===== src/rtl/ssd_pkg.sv =====
// shared constants for the setup-stage state packet link
package ssd_pkg;
	// header fields
	localparam logic [2:0] SSD_CMD_TYPE       = 3'h3;
	localparam logic [1:0] SSD_CMD_SUBTYPE    = 2'h3;
	localparam logic [2:0] SSD_CMD_OPCODE     = 3'h0;
	localparam logic [7:0] SSD_CMD_SUBOPCODE  = 8'h13;
	localparam logic [7:0] SSD_LEN_DEFAULT    = 8'h12;
	localparam int         SSD_TYPE_MSB       = 31;
	localparam int         SSD_TYPE_LSB       = 29;
	localparam int         SSD_SUBTYPE_MSB    = 28;
	localparam int         SSD_SUBTYPE_LSB    = 27;
	localparam int         SSD_OPC_MSB        = 26;
	localparam int         SSD_OPC_LSB        = 24;
	localparam int         SSD_SUBOPC_MSB     = 23;
	localparam int         SSD_SUBOPC_LSB     = 16;
	localparam int         SSD_LEN_MSB        = 7;
	localparam int         SSD_LEN_LSB        = 0;
	// dword 1 fields
	localparam int         SSD_NATTR_MSB      = 27;
	localparam int         SSD_NATTR_LSB      = 22;
	localparam int         SSD_SWZ_EN_BIT     = 21;
	localparam int         SSD_SPRITE_ORG_BIT = 20;
	localparam int         SSD_RDLEN_MSB      = 15;
	localparam int         SSD_RDLEN_LSB      = 11;
	localparam int         SSD_RDOFS_MSB      = 9;
	localparam int         SSD_RDOFS_LSB      = 4;
	// dword 2 fields
	localparam int         SSD_STATS_BIT      = 10;
	localparam int         SSD_DOFS_SOLID_BIT = 9;
	localparam int         SSD_DOFS_WIRE_BIT  = 8;
	localparam int         SSD_DOFS_POINT_BIT = 7;
	localparam int         SSD_FRONT_MSB      = 6;
	localparam int         SSD_FRONT_LSB      = 5;
	localparam int         SSD_BACK_MSB       = 4;
	localparam int         SSD_BACK_LSB       = 3;
	// dword 3 fields
	localparam int         SSD_AADIST_BIT     = 14;
	localparam int         SSD_SPRITE_PT_BIT  = 13;
	localparam int         SSD_SUBPIX_BIT     = 12;
	localparam int         SSD_PTW_SRC_BIT    = 11;
	localparam int         SSD_PTW_MSB        = 10;
	localparam int         SSD_PTW_LSB        = 0;
	// attribute count bands
	localparam logic [5:0] SSD_ATTR_SWZ_MAX   = 6'd16;
	localparam logic [5:0] SSD_ATTR_FWD_MAX   = 6'd32;
	localparam logic [5:0] SSD_ATTR_HI_BIAS   = 6'd16;
	// subpixel fraction bits
	localparam logic [3:0] SSD_SUBPIX_FINE    = 4'h8;
	localparam logic [3:0] SSD_SUBPIX_COARSE  = 4'h4;
	// apb register offsets of the streamer
	localparam logic [7:0] SSD_REG_CTRL       = 8'h00;
	localparam logic [7:0] SSD_REG_LEN        = 8'h04;
	localparam logic [7:0] SSD_REG_DW1        = 8'h08;
	localparam logic [7:0] SSD_REG_DW2        = 8'h0c;
	localparam logic [7:0] SSD_REG_DW3        = 8'h10;
	localparam logic [7:0] SSD_REG_STATUS     = 8'h14;
	localparam logic [31:0] SSD_DW_RESET      = 32'h0;
	// fill modes
	typedef enum logic [1:0] {
		SSD_FILL_SOLID = 2'h0,
		SSD_FILL_WIRE  = 2'h1,
		SSD_FILL_POINT = 2'h2,
		SSD_FILL_RSVD  = 2'h3
	} ssd_fill_e;
endpackage : ssd_pkg


===== src/rtl/ssd_link_if.sv =====
// dword stream link between command streamer and setup-stage decoder
`timescale 1ns/100ps
`default_nettype none
interface ssd_link_if;
	logic        dw_valid;
	logic        dw_ready;
	logic [31:0] dw_data;

	modport streamer (output dw_valid, output dw_data, input dw_ready);
	modport decoder  (input dw_valid, input dw_data, output dw_ready);
endinterface : ssd_link_if
`default_nettype wire


===== src/rtl/ssd_decoder.sv =====
// setup-stage state packet decoder and derived controls
`timescale 1ns/100ps
`default_nettype none
// What this block does
// - header type 3, subtype 3, opcode 0, sub 13h
// - length field is total dwords minus two
// - attribute count in dword1 bits 27:22
// - count 1-16 swizzles attributes 0-15
// - count 17-32 forwards attributes 16-31 unchanged
// - count 33-48 outputs count-16, overrides act high
// - swizzle disable passes all attributes unmodified
// - bit 20 picks sprite texture origin
// - read length 1-16 units, zero undefined
// - read offset 0-63 units
// - statistics enable counts clipper primitives
// - software sets stats with clipping stats
// - three depth offset enables per fill
// - front fill mode solid/wire/point
// - back fill mode same encoding
// - rectangle lists need solid fill both faces
// - wire/point emission gated by edge flags
// - bit 14 selects true line distance
// - sprite point hint copied to payload
// - bit 12 selects 8 or 4 fraction bits
// - bit 11 selects point width source
// - point width U8.3, vertex width overrides
module ssd_decoder
	import ssd_pkg::*;
(
	input  wire logic        pclk,
	input  wire logic        presetn,
	ssd_link_if.decoder      link,
	output logic             pkt_done,
	output logic             pkt_foreign,
	output logic [5:0]       attr_out_count,
	output logic [15:0]      attr_swz_lo,
	output logic [15:0]      attr_ovr_hi,
	output logic [15:0]      attr_wrap_lo,
	output logic             sprite_origin_bottom,
	output logic [4:0]       return_read_length,
	output logic [5:0]       return_read_offset,
	output logic             stats_enable,
	input  wire logic        clip_prim_event,
	output logic [31:0]      clipper_primitive_counter,
	output ssd_fill_e        front_fill,
	output ssd_fill_e        back_fill,
	input  wire logic        tri_back_facing,
	input  wire logic [2:0]  per_vertex_edge_flags,
	output logic             draw_solid,
	output logic [2:0]       draw_edges,
	output logic [2:0]       draw_points,
	output logic             depth_offset_apply,
	output logic             true_line_distance,
	output logic             sprite_point_hint,
	output logic [3:0]       subpixel_bits,
	output logic             point_width_from_state,
	output logic [10:0]      point_width,
	input  wire logic [10:0] vertex_point_width,
	input  wire logic [1:0]  sprite_corner,
	output logic [1:0]       sprite_coord
);
	typedef enum logic [2:0] {
		SSD_ST_HDR, SSD_ST_DW1, SSD_ST_DW2, SSD_ST_DW3, SSD_ST_SKIP
	} ssd_state_e;

	ssd_state_e  state_reg;
	logic [8:0]  remain_reg;
	logic        accept;
	logic        hdr_match;
	logic [31:0] dw1_reg;
	logic [31:0] dw2_reg;
	logic [31:0] dw3_reg;
	logic [5:0]  nattr;
	ssd_fill_e   face_fill;

	// always ready; the decoder never stalls the stream
	assign link.dw_ready = 1'b1;
	assign accept        = link.dw_valid;

	// exact command match
	assign hdr_match =
		link.dw_data[SSD_TYPE_MSB:SSD_TYPE_LSB] == SSD_CMD_TYPE &&
		link.dw_data[SSD_SUBTYPE_MSB:SSD_SUBTYPE_LSB] == SSD_CMD_SUBTYPE &&
		link.dw_data[SSD_OPC_MSB:SSD_OPC_LSB] == SSD_CMD_OPCODE &&
		link.dw_data[SSD_SUBOPC_MSB:SSD_SUBOPC_LSB] == SSD_CMD_SUBOPCODE;

	// packet walker; remain counts dwords still to come after the current one
	always_ff @(posedge pclk or negedge presetn) begin
		if (!presetn) begin
			state_reg  <= SSD_ST_HDR;
			remain_reg <= 9'h0;
		end else if (accept) begin
			unique case (state_reg)
				SSD_ST_HDR: begin
					remain_reg <= {1'b0, link.dw_data[SSD_LEN_MSB:SSD_LEN_LSB]}
						+ 9'h0;
					state_reg  <= hdr_match ? SSD_ST_DW1 : SSD_ST_SKIP;
				end
				SSD_ST_DW1, SSD_ST_DW2, SSD_ST_DW3, SSD_ST_SKIP: begin
					remain_reg <= remain_reg - 9'h1;
					if (remain_reg == 9'h0)
						state_reg <= SSD_ST_HDR;
					else if (state_reg == SSD_ST_DW1)
						state_reg <= SSD_ST_DW2;
					else if (state_reg == SSD_ST_DW2)
						state_reg <= SSD_ST_DW3;
					else
						state_reg <= SSD_ST_SKIP;
				end
			endcase
		end
	end

	// field capture; reserved bits kept but never used
	always_ff @(posedge pclk or negedge presetn) begin
		if (!presetn) begin
			dw1_reg <= SSD_DW_RESET;
			dw2_reg <= SSD_DW_RESET;
			dw3_reg <= SSD_DW_RESET;
		end else if (accept) begin
			if (state_reg == SSD_ST_DW1)
				dw1_reg <= link.dw_data;
			if (state_reg == SSD_ST_DW2)
				dw2_reg <= link.dw_data;
			if (state_reg == SSD_ST_DW3)
				dw3_reg <= link.dw_data;
		end
	end

	// end-of-packet and foreign-header pulses
	always_ff @(posedge pclk or negedge presetn) begin
		if (!presetn) begin
			pkt_done    <= 1'b0;
			pkt_foreign <= 1'b0;
		end else begin
			pkt_done    <= accept && state_reg != SSD_ST_HDR &&
				remain_reg == 9'h0;
			pkt_foreign <= accept && state_reg == SSD_ST_HDR && !hdr_match;
		end
	end

	// clipper primitive counter on the clipper's behalf
	always_ff @(posedge pclk or negedge presetn) begin
		if (!presetn)
			clipper_primitive_counter <= 32'h0;
		else if (clip_prim_event && dw2_reg[SSD_STATS_BIT])
			clipper_primitive_counter <= clipper_primitive_counter + 32'h1;
	end

	assign nattr = dw1_reg[SSD_NATTR_MSB:SSD_NATTR_LSB];

	// attribute band decode
	always_comb begin
		attr_out_count = nattr;
		attr_swz_lo    = 16'h0;
		attr_ovr_hi    = 16'h0;
		attr_wrap_lo   = 16'h0;
		if (dw1_reg[SSD_SWZ_EN_BIT] && nattr != 6'd0) begin
			if (nattr <= SSD_ATTR_SWZ_MAX) begin
				attr_swz_lo  = 16'hffff >> (SSD_ATTR_SWZ_MAX - nattr);
				attr_wrap_lo = attr_swz_lo;
			end else if (nattr <= SSD_ATTR_FWD_MAX) begin
				attr_swz_lo  = 16'hffff;
				attr_wrap_lo = 16'hffff;
			end else begin
				attr_ovr_hi  = 16'hffff >>
					(SSD_ATTR_FWD_MAX + SSD_ATTR_HI_BIAS - nattr);
				attr_wrap_lo = 16'hffff;
			end
		end
		if (nattr > SSD_ATTR_FWD_MAX)
			attr_out_count = nattr - SSD_ATTR_HI_BIAS;
	end

	assign sprite_origin_bottom = dw1_reg[SSD_SPRITE_ORG_BIT];
	assign return_read_length = dw1_reg[SSD_RDLEN_MSB:SSD_RDLEN_LSB];
	assign return_read_offset = dw1_reg[SSD_RDOFS_MSB:SSD_RDOFS_LSB];
	assign stats_enable    = dw2_reg[SSD_STATS_BIT];

	// sprite corner: 0 tl, 1 bl, 2 br, 3 tr; coord is {s,t}
	always_comb begin
		sprite_coord[1] = sprite_corner[1];
		sprite_coord[0] = (sprite_corner == 2'd1 || sprite_corner == 2'd2)
			^ dw1_reg[SSD_SPRITE_ORG_BIT];
	end

	assign front_fill = ssd_fill_e'(dw2_reg[SSD_FRONT_MSB:SSD_FRONT_LSB]);
	assign back_fill  = ssd_fill_e'(dw2_reg[SSD_BACK_MSB:SSD_BACK_LSB]);
	assign face_fill  = tri_back_facing ? back_fill : front_fill;

	// fill emission and depth offset selection
	always_comb begin
		draw_solid         = 1'b0;
		draw_edges         = 3'h0;
		draw_points        = 3'h0;
		depth_offset_apply = 1'b0;
		unique case (face_fill)
			SSD_FILL_SOLID: begin
				draw_solid         = 1'b1;
				depth_offset_apply = dw2_reg[SSD_DOFS_SOLID_BIT];
			end
			SSD_FILL_WIRE: begin
				draw_edges         = per_vertex_edge_flags;
				depth_offset_apply = dw2_reg[SSD_DOFS_WIRE_BIT];
			end
			SSD_FILL_POINT: begin
				draw_points        = per_vertex_edge_flags;
				depth_offset_apply = dw2_reg[SSD_DOFS_POINT_BIT];
			end
			SSD_FILL_RSVD: begin
				draw_solid         = 1'b0; // reserved draws nothing
			end
		endcase
	end

	assign true_line_distance = dw3_reg[SSD_AADIST_BIT];
	assign sprite_point_hint  = dw3_reg[SSD_SPRITE_PT_BIT];
	assign subpixel_bits = dw3_reg[SSD_SUBPIX_BIT] ?
		SSD_SUBPIX_COARSE : SSD_SUBPIX_FINE;
	assign point_width_from_state = dw3_reg[SSD_PTW_SRC_BIT];
	// stored width stays; vertex width only overrides the used value
	assign point_width = dw3_reg[SSD_PTW_SRC_BIT] ?
		dw3_reg[SSD_PTW_MSB:SSD_PTW_LSB] : vertex_point_width;
endmodule : ssd_decoder
`default_nettype wire


===== src/flat_wrapper.sv =====
// flat-port wrapper written by rule: the top's interface ports become plain ports
module ssd_decoder_flat import ssd_pkg::*;
  (pclk, presetn, pkt_done, pkt_foreign, attr_out_count, attr_swz_lo, attr_ovr_hi, attr_wrap_lo, sprite_origin_bottom, return_read_length, return_read_offset, stats_enable, clip_prim_event, clipper_primitive_counter, front_fill, back_fill, tri_back_facing, per_vertex_edge_flags, draw_solid, draw_edges, draw_points, depth_offset_apply, true_line_distance, sprite_point_hint, subpixel_bits, point_width_from_state, point_width, vertex_point_width, sprite_corner, sprite_coord, link_dw_valid, link_dw_data, link_dw_ready);
  ssd_link_if link_i ();
  input  wire logic pclk;
  input  wire logic presetn;
  output logic pkt_done;
  output logic pkt_foreign;
  output logic [5:0] attr_out_count;
  output logic [15:0] attr_swz_lo;
  output logic [15:0] attr_ovr_hi;
  output logic [15:0] attr_wrap_lo;
  output logic sprite_origin_bottom;
  output logic [4:0] return_read_length;
  output logic [5:0] return_read_offset;
  output logic stats_enable;
  input  wire logic clip_prim_event;
  output logic [31:0] clipper_primitive_counter;
  output ssd_fill_e front_fill;
  output ssd_fill_e back_fill;
  input  wire logic tri_back_facing;
  input  wire logic [2:0] per_vertex_edge_flags;
  output logic draw_solid;
  output logic [2:0] draw_edges;
  output logic [2:0] draw_points;
  output logic depth_offset_apply;
  output logic true_line_distance;
  output logic sprite_point_hint;
  output logic [3:0] subpixel_bits;
  output logic point_width_from_state;
  output logic [10:0] point_width;
  input  wire logic [10:0] vertex_point_width;
  input  wire logic [1:0] sprite_corner;
  output logic [1:0] sprite_coord;
  input wire logic [$bits(link_i.dw_valid)-1:0] link_dw_valid;
  input wire logic [$bits(link_i.dw_data)-1:0] link_dw_data;
  output wire logic [$bits(link_i.dw_ready)-1:0] link_dw_ready;
  assign link_i.dw_valid = link_dw_valid;
  assign link_i.dw_data = link_dw_data;
  assign link_dw_ready = link_i.dw_ready;
  ssd_decoder u_core (.pclk(pclk), .presetn(presetn), .link(link_i), .pkt_done(pkt_done), .pkt_foreign(pkt_foreign), .attr_out_count(attr_out_count), .attr_swz_lo(attr_swz_lo), .attr_ovr_hi(attr_ovr_hi), .attr_wrap_lo(attr_wrap_lo), .sprite_origin_bottom(sprite_origin_bottom), .return_read_length(return_read_length), .return_read_offset(return_read_offset), .stats_enable(stats_enable), .clip_prim_event(clip_prim_event), .clipper_primitive_counter(clipper_primitive_counter), .front_fill(front_fill), .back_fill(back_fill), .tri_back_facing(tri_back_facing), .per_vertex_edge_flags(per_vertex_edge_flags), .draw_solid(draw_solid), .draw_edges(draw_edges), .draw_points(draw_points), .depth_offset_apply(depth_offset_apply), .true_line_distance(true_line_distance), .sprite_point_hint(sprite_point_hint), .subpixel_bits(subpixel_bits), .point_width_from_state(point_width_from_state), .point_width(point_width), .vertex_point_width(vertex_point_width), .sprite_corner(sprite_corner), .sprite_coord(sprite_coord));
endmodule

===== config.mk =====
export PLATFORM = sky130hd
export DESIGN_NAME = ssd_decoder_flat
export DESIGN_NICKNAME = d
export VERILOG_FILES = /design/src/rtl/ssd_pkg.sv /design/src/rtl/ssd_link_if.sv /design/src/rtl/ssd_decoder.sv /design/src/flat_wrapper.sv
export SDC_FILE = /design/constraint.sdc
export NUM_CORES = 1
export LEC_CHECK = 0
export BUFFER_PORTS_ARGS = -buffer_cell sky130_fd_sc_hd__buf_2
export CAP_MARGIN = 0
export CELL_PAD_IN_SITES_DETAIL_PLACEMENT = 1
export CELL_PAD_IN_SITES_GLOBAL_PLACEMENT = 1
export CORE_UTILIZATION = 38
export CTS_CLUSTER_SIZE = 40
export DETAILED_ROUTE_END_ITERATION = 7
export PLACE_DENSITY = 0.88
export SLEW_MARGIN = 20
export SYNTH_ARGS = -nofsm -noshare
export SYNTH_HDL_FRONTEND = slang
export SYNTH_SLANG_ARGS = --single-unit

===== constraint.sdc =====
create_clock -name pclk -period 3.2 [get_ports pclk]
set_clock_uncertainty 0.2 [all_clocks]
set_input_delay 0.64 -clock pclk [delete_from_list [all_inputs] [get_ports pclk]]
set_output_delay 0.64 -clock pclk [all_outputs]
set_load 0.01 [all_outputs]

# Yosys cells after proc, flatten, opt, wreduce, memory -nomap -nowiden
# Index checks and enable logic that the tools add are counted.
dict set report totals {
  output_inout_bits 134
  wordCells 73
  in_bits 53
  regBits 100
}
dict set report classes {
  n_addsub 5
  n_bitwise 1
  n_lt_le_gt_ge 3
  n_mux 22
  n_reduce_logical 21
  eq_ne 11
  n_shift 2
}
# cell n
set op_table {}
lappend op_table {{16-bit 2-to-1 mux} 8}
lappend op_table {{32-bit by 1-bit adder with 32-bit output (second input constant)} 1}
lappend op_table {{16-bit by 6-bit >> shifter with 16-bit output (first input constant)} 2}
lappend op_table {{3-bit 2-to-1 mux} 6}
lappend op_table {{9-bit case mux with 2 select lines} 1}
lappend op_table {{11-bit 2-to-1 mux} 1}
lappend op_table {{3-bit by 2-bit equality test with 1-bit output (second input constant)} 3}
lappend op_table {{1-bit logical AND} 9}
lappend op_table {{9-bit zero test} 1}
lappend op_table {{9-bit by 1-bit subtractor with 9-bit output (second input constant)} 1}
lappend op_table {{8-bit by 5-bit equality test with 1-bit output (second input constant)} 1}
lappend op_table {{2-bit equality test (second input constant)} 3}
lappend op_table {{6-bit > comparator (second input constant)} 1}
lappend op_table {{6-bit by 5-bit <= comparator with 1-bit output (second input constant)} 1}
lappend op_table {{6-bit <= comparator (second input constant)} 1}
lappend op_table {{3-bit zero test} 2}
lappend op_table {{6-bit 2-to-1 mux} 1}
lappend op_table {{3-bit case mux with 2 select lines} 1}
lappend op_table {{2-bit AND reduction} 3}
lappend op_table {{6-bit nonzero test} 1}
lappend op_table {{5-bit by 6-bit subtractor with 6-bit output (first input constant)} 1}
lappend op_table {{6-bit by 5-bit subtractor with 6-bit output (second input constant)} 1}
lappend op_table {{6-bit subtractor (first input constant)} 1}
lappend op_table {{2-bit by 1-bit equality test with 1-bit output (second input constant)} 2}
lappend op_table {{other kinds (12)} 12}

# Depth between registers and ports, before layout
# Gate-level depths: netlist of the first run.
dict set report logic_depth {
  word_depth 6
  depth_mapped 9
}

# Worst setup path before layout of the first run
# No wires, ideal clock.
dict set report synth_path {
  kind {register to output}
  from {register u_core.dw1_reg[22]}
  to {output port attr_swz_lo[7]}
  required_time_ns 2.360
  path_buffers 3
  arrival_ns 2.155
  path_slack_ns 0.205
  path_stages_with_launch 10
  path_cell_list {dfrtp_1 -> buf_4 -> inv_1 -> ha_1 -> buf_2 -> nor4bb_1 -> or2_1 -> buf_2 -> o211ai_1 -> o31ai_1}
}
dict set report synth_via {
  elab_chain_len 4
  word_cells_on_any_way 9
}
# item line_no
set synth_lines {}
lappend synth_lines {{from (decl)} ssd_decoder.sv:70} ;# logic [31:0] dw1_reg;
lappend synth_lines {{from (signal assigned)} ssd_decoder.sv:122} ;# dw1_reg <= link.dw_data;
lappend synth_lines {{5-bit by 6-bit subtractor with 6-bit output or 6-bit <= comparator (tied branches)} {ssd_decoder.sv:160, ssd_decoder.sv:162}}
lappend synth_lines {{16-bit by 6-bit >> shifter with 16-bit output or 16-bit 2-to-1 mux (tied branches)} {ssd_decoder.sv:160, ssd_decoder.sv:162}}
lappend synth_lines {{16-bit 2-to-1 mux} ssd_decoder.sv:159} ;# if (nattr <= SSD_ATTR_SWZ_MAX) begin
lappend synth_lines {{16-bit 2-to-1 mux *} ssd_decoder.sv:158} ;# if (dw1_reg[SSD_SWZ_EN_BIT] && nattr != 6'd0) begin
lappend synth_lines {{to (decl)} flat_wrapper.sv:10} ;# output logic [15:0] attr_swz_lo;
# Every way passes the cells marked *; elsewhere a longest branch is shown, timed or not.

# Final worst setup path of the first run
dict set report layout_path {
  from {register u_core.dw1_reg[23]}
  to {output port attr_ovr_hi[2]}
}
dict set report layout_via {
  elab_chain_len 5
  word_cells_on_any_way 9
}
# item line_no
set layout_lines {}
lappend layout_lines {{6-bit subtractor} ssd_decoder.sv:167} ;# (SSD_ATTR_FWD_MAX + SSD_ATTR_HI_BIAS - nattr);
lappend layout_lines {{16-bit by 6-bit >> shifter with 16-bit output} ssd_decoder.sv:166} ;# attr_ovr_hi = 16'hffff >>
lappend layout_lines {{16-bit 2-to-1 mux} ssd_decoder.sv:162} ;# end else if (nattr <= SSD_ATTR_FWD_MAX) begin
lappend layout_lines {{16-bit 2-to-1 mux} ssd_decoder.sv:159}
lappend layout_lines {{16-bit 2-to-1 mux *} ssd_decoder.sv:158}
lappend layout_lines {{to (decl)} flat_wrapper.sv:11} ;# output logic [15:0] attr_ovr_hi;
# Marked as above.

==> results of run 1 <==
-- worst register-to-register path: cells and delay by family, from the launching register on --
family / cells / cell delay (ns)
AO/OA/AOI/OAI: 2 / 0.36
adder cells (fa/ha/maj): 1 / 0.21
buffers and inverters: 1 / 0.11
flip-flops: 1 / 0.40
AND/OR/NAND/NOR: 2 / 0.95
-- power breakdown --
part	switching, mW	leakage (nW)	internal (mW)	total, mW
Clock	0.453	0.151	0.637	1.09
Sequential	0.0703	1.17	1.17	1.24
Combinational	0.307	1.96	0.238	0.545
-- per-stage QoR --
stage,hold slack (ns),std cells
after floorplan,0.1444,525
after global placement,0.2568,855
after detailed placement,0.2842,855
after CTS,0.1595,874
after global routing,0.1986,881
final,0.1394,881
-- layout make-up --
type                    count  share of cell area [%]
clock buffers              10                   3.521
clock inverters             6                   1.106
inverters                  18                  0.9954
multi-input cells         370                   41.31
flip-flops and latches     88                   32.50
well taps                 176                   3.244
repair buffers            213                   17.33
-- layout by cell type, fill, tap and decap left out, types with 3 or more instances in the layout --
| cell | netlist | layout |
|---|---|---|
| and3_1 | 7 | 7 |
| clkbuf_16 | 0 | 9 |
| nand2b_1 | 3 | 3 |
| mux2_2 | 49 | 49 |
| o32ai_1 | 3 | 3 |
| ha_1 | 7 | 4 |
| nand2_1 | 29 | 27 |
| buf_2 | 10 | 182 |
| xor2_1 | 4 | 4 |
| o31ai_1 | 8 | 7 |
| and2_1 | 8 | 8 |
| o211ai_1 | 9 | 9 |
| inv_1 | 17 | 15 |
| xnor2_1 | 33 | 33 |
| nand3_1 | 16 | 16 |
| conb_1 | 2 | 3 |
| nand4_1 | 19 | 19 |
| buf_4 | 25 | 27 |
| inv_2 | 1 | 3 |
| o22ai_1 | 5 | 4 |
| nor3_2 | 4 | 3 |
| and4_1 | 4 | 4 |
| a21oi_1 | 40 | 40 |
| dfrtp_2 | 0 | 3 |
| nor4_2 | 3 | 3 |
| or3_1 | 5 | 5 |
| a211oi_2 | 2 | 3 |
| o21ai_0 | 19 | 19 |
| nor4bb_1 | 4 | 3 |
| dfrtp_1 | 88 | 85 |
| nor3_1 | 7 | 6 |
| nor2_1 | 32 | 32 |
| o21ai_1 | 4 | 4 |
| o2bb2ai_1 | 3 | 3 |
-- routing by layer --
layer,up-vias,global-route usage (%),wire [um]
met5,-,0,0
met4,0,10.60,338
met3,23,3.544,831
li1,2235,-,-
met2,182,39.53,8184
met1,2416,26.77,6599
-- cell families after synthesis --
group,after synthesis
other,2
and+or+nand+nor,157
buffers and inverters,67
DFF,88
xor gates and xnor gates,37
AOI/OAI and AO/OA,115
muxes,51
adders and majority gates,7
-- how the worst max path moves through the flow --
stage	endpoint	slack, ns	cells past startpoint
5_1_grt	attr_swz_lo[7]	-0.07	9
4_1_cts	attr_swz_lo[11]	0.007	6
3_5_place_dp	attr_ovr_hi[2]	0.1	7
2_1_floorplan	attr_swz_lo[7]	0.20	9
6_report	attr_ovr_hi[2]	0.005	7
3_3_place_gp	attr_swz_lo[8]	0.18	8
-- timing repair --
action                                  CTS  global route
pin swaps                                 5             9
setup buffers                             3             7
resized for setup                        11            19
endpoints found under the setup margin   48            39
==> results.cfg, run 1 <==
[status]
status = complete, no violations

[worst_setup_path]
regToRegStartpoint = u_core.remain_reg[0]
critPathMaxStageDelay_ns = 0.61
rr_worst_depth = 6
crit_family = simple AND/OR/NAND/NOR gates
crit_path_cell_trace = buf_6 > or4_4 > nor3_4 > o211ai_1 > buf_4 > a31oi_1 > buf_2
regToRegSetupSlack_ns = 0.86
critPathLaunchType = register
arrival_ns = 2.35
critPathSlowestCell = or4_4
cp.buffers_inverters = 3
crit_type = reg -> out
cp-end-kind = primary output
crit_fanout = 8
cp.required_ns = 2.36
worstSetupStartpoint = u_core.dw1_reg[23]
worstReg2RegEnd = u_core.state_reg[2]

[route]
first_iter_violations = 222
vias_per_cell = 5.512
routed_wl_um = 15950
drc = 0
post_drt_wl_per_cell_um = 18.11
detail-route-antenna-nets = 0
vias = 4856
drt_pass1_iterations = 4

[synthesis]
yosysUniqueCellTypes = 67
yosysMostFrequentCell = dfrtp_1
synth_commonest_cells = dfrtp_1, mux2_2, a21oi_1, xnor2_1, nor2_1
synth_compound_area_share_pct = 14.34
synthMuxAreaShare_pct = 10.96
synth_area_leader_cell = dfrtp_1
synthArstFlopShare_pct = 100.0
synth_xor_area_share_pct = 6.213
synth_top_area_share_pct = 42.22
syn_avg_cell_area_um2 = 9.955
synth_edf_count = 0
synth_top_family_by_area = simple AND/OR/NAND/NOR gates
ys_seq_elements = 88
synth_cells = 524
synth_area_leaders = dfrtp_1, mux2_2, xnor2_1, a21oi_1, buf_4
synth_ff_type = dfrtp_1
yosys_warnings = 0
syn-cell-area_um2 = 5216
yosys.area_share.simple_pct = 17.58
synth_adder_area_share_pct = 1.679
seq_area_frac_synth_pct = 42.22

[worst_hold_path]
min_path_type = in -> async

[cts]
h-tree-depth = 3
cts_buffers = 9
root_buffer = clkbuf_16
clk_pin_slew_ns = 0.07
cts_buffer_depth = 2
cts_sinks = 88
postCtsHoldBufs = 0
clk_latency_ns = 0.34
cts_tree = built

[layout]
final_util_pct = 51.05
diodes = 0
nNetsFinal = 760
multiInputGateArea_um2 = 2804
largest_register_ffs = 32
drive_gt1_share_pct = 44.54
ff_latch_area_um2 = 2206
fillers = 1529
final_area_um2 = 6788
area_delta_synth_final_pct = 30.13

[floorplanning]
dieArea_um2 = 14200
fp.dieW_um = 119.2
num_io_pins = 187
initial_core_util_pct = 39.23
die_y_um = 119.2
fp-row-count = 42
core_area_um2 = 13300

[timing]
fin_crit_sh_pct = 99.84
slew_violations = 0
finalSetupViolCount = 0
tightest_slew_ns = 0.8244
worst_slack_ns = 0.005208
fin_tns_setup_ns = 0
fmax_mhz = 313.0
slew_headroom_pct = 44.59
rsz0062_at_grt = yes
finalCriticalPeriod_ns = 3.195
final_hold_viol_count = 0

[global_route]
grt.overflow.total = 0
grt_pass1_vias = 5048
grt_first_pass_wirelength_um = 25700
antenna_found_initial = 0
grt_max_degree = 53
grt_use_total_pct = 22.51

[power_and_ir_drop]
p_total_mw = 2.880
peakVddDrop_mv = 0.2453
leakagePower_nw = 3.282
pwr_density_cell_nw_per_um2 = 424.3

[placement]
port_buffers = 183
placed_cell_area_um2 = 6231
pre_cts_ws_ns = 0.09744
dpl.hpwl_um = 11840
gp_congestion = 0.9303

[run]
cap_violations = 0
(Power assumes the default switching activity.)
==> run 2: changes to the inputs <==
--- a/config.mk
+++ b/config.mk
@@ -13,6 +13,7 @@
 export CTS_CLUSTER_SIZE = 40
 export DETAILED_ROUTE_END_ITERATION = 7
 export PLACE_DENSITY = 0.88
+export SETUP_SLACK_MARGIN = 0.4
 export SLEW_MARGIN = 20
 export SYNTH_ARGS = -nofsm -noshare
 export SYNTH_HDL_FRONTEND = slang
==> results.cfg, run 2 (synthesized netlist as in run 1, its figures left out) <==
[global_route]
grt_max_degree = 48
grt_first_pass_wirelength_um = 27920
grt_use_total_pct = 24.99
grt.overflow.total = 0
antenna_found_initial = 0
grt_pass1_vias = 5337

[layout]
multiInputGateArea_um2 = 3057
largest_register_ffs = 32
diodes = 0
nNetsFinal = 794
final_cell_mix = buf_2, dfrtp_1, mux2_2
fillers = 1497
ff_latch_area_um2 = 2206
area_delta_synth_final_pct = 42.86
stdcell_count = 914
final_common_cell = buf_2
drive_gt1_share_pct = 52.17

[worst_setup_path]
crit_type = reg -> out
critPathLaunchType = register
crit_path_cell_trace = inv_4 > ha_4 > nor3b_4 > a2111oi_4 > o211ai_1 > buf_4 > nor2_1 > buf_2
arrival_ns = 2.52
cp-end-kind = primary output
critPathMaxStageDelay_ns = 0.48
crit_fanout = 8
critPathSlowestCell = a2111oi_4
cp.required_ns = 2.36

[timing]
rsz0062_at_grt = yes
fin_crit_sh_pct = 105.1
final_hold_viol_count = 0
slew_violations = 0
finalSetupViolCount = 15
fin_tns_setup_ns = -1.101
tightest_slew_ns = 0.7966
finalCriticalPeriod_ns = 3.363
slew_headroom_pct = 46.45
fmax_mhz = 297.3
worst_slack_ns = -0.1632
whs_ns = 0.1061

[placement]
dpl.hpwl_um = 12000
pre_cts_ws_ns = -0.05721
gp_congestion = 0.9516
dp_cells = 851
port_buffers = 183

[route]
first_iter_violations = 267
vias = 5166
drt_pass1_iterations = 4
routed_wl_um = 19800
post_drt_wl_per_cell_um = 21.67
detail-route-antenna-nets = 0
vias_per_cell = 5.652
drc = 0

[floorplanning]
num_io_pins = 187
fp.dieW_um = 119.2
dieArea_um2 = 14200
fp-row-count = 42
core_area_um2 = 13300
die_y_um = 119.2
initial_core_util_pct = 39.23

[cts]
cts_buffers = 9
h-tree-depth = 3
cts_tree = built
clk_pin_slew_ns = 0.07
cts_sinks = 88
root_buffer = clkbuf_16
cts_buffer_depth = 2
clk_latency_ns = 0.35

[status]
status = complete, but fails checks
failed_checks = setup timing

[worst_hold_path]
min_path_type = in -> async

[run]
cap_violations = 0

[power_and_ir_drop]
pwr_density_cell_nw_per_um2 = 403.5
peakVddDrop_mv = 0.2887
leakagePower_nw = 3.523
==> run 2: worst paths after layout <==
path	cells past startpoint	to	slack (ns)	from
max in group asynchronous	2	u_core.clipper_primitive_counter[22]	1.99	presetn
min	1	u_core.dw1_reg[4]	0.11	presetn
min reg2reg	1	u_core.clipper_primitive_counter[31]	0.29	u_core.clipper_primitive_counter[31]
max reg2reg	6	u_core.state_reg[0]	0.87	u_core.remain_reg[0]
max	8	attr_ovr_hi[1]	-0.16	u_core.dw1_reg[22]
min in group pclk	1	u_core.clipper_primitive_counter[31]	0.29	u_core.clipper_primitive_counter[31]
==> run 2: what timing repair did <==
item                                    in CTS  in global routing
setup buffers                               24                 20
resized for setup                           55                 60
cloned                                       3                  1
pin swaps                                   29                 20
endpoints found under the setup margin      48                 49
hold buffers                                 0                  0
==> run 2: worst max-delay path: cells and delay by family, from the launching register on <==
family,cells,cell delay (ns)
AND/OR/NAND/NOR,2,0.35
AO/OA/AOI/OAI,2,0.72
flip-flops,1,0.44
adder cells (fa/ha/maj),1,0.20
buffers and inverters,3,0.46
==> run 2: layer usage <==
layer	part of all wire (%)	GRT usage [%]
met1	39	28.20
met4	3.8	11.47
met2	52	44.80
met3	5.4	5.316
met5	0	0
==> run 2: area by class of cell <==
| type | instances | area share, % |
|---|---|---|
| well taps | 176 | 2.955 |
| clock buffers | 9 | 3.022 |
| repair buffers | 247 | 21.54 |
| multi-input cells | 370 | 41.02 |
| flip-flops and latches | 88 | 29.60 |
| inverters | 18 | 0.9402 |
| clock inverters | 6 | 0.9234 |
==> run 2: metrics by stage <==
stage               util, %  cell area, um2  power [mW]
floorplan                 -            5264       1.567
global placement      46.87            6231       1.743
detailed placement    46.87            6231       1.769
CTS                   52.32            6957       2.912
global route          56.05            7452       3.121
finish                56.05            7452       3.007
==> run 2: where the power goes <==
group / switching, mW / internal (mW)
logic: 0.389 / 0.309
registers: 0.0691 / 1.17
clock network: 0.461 / 0.605
total: 0.919 / 2.09
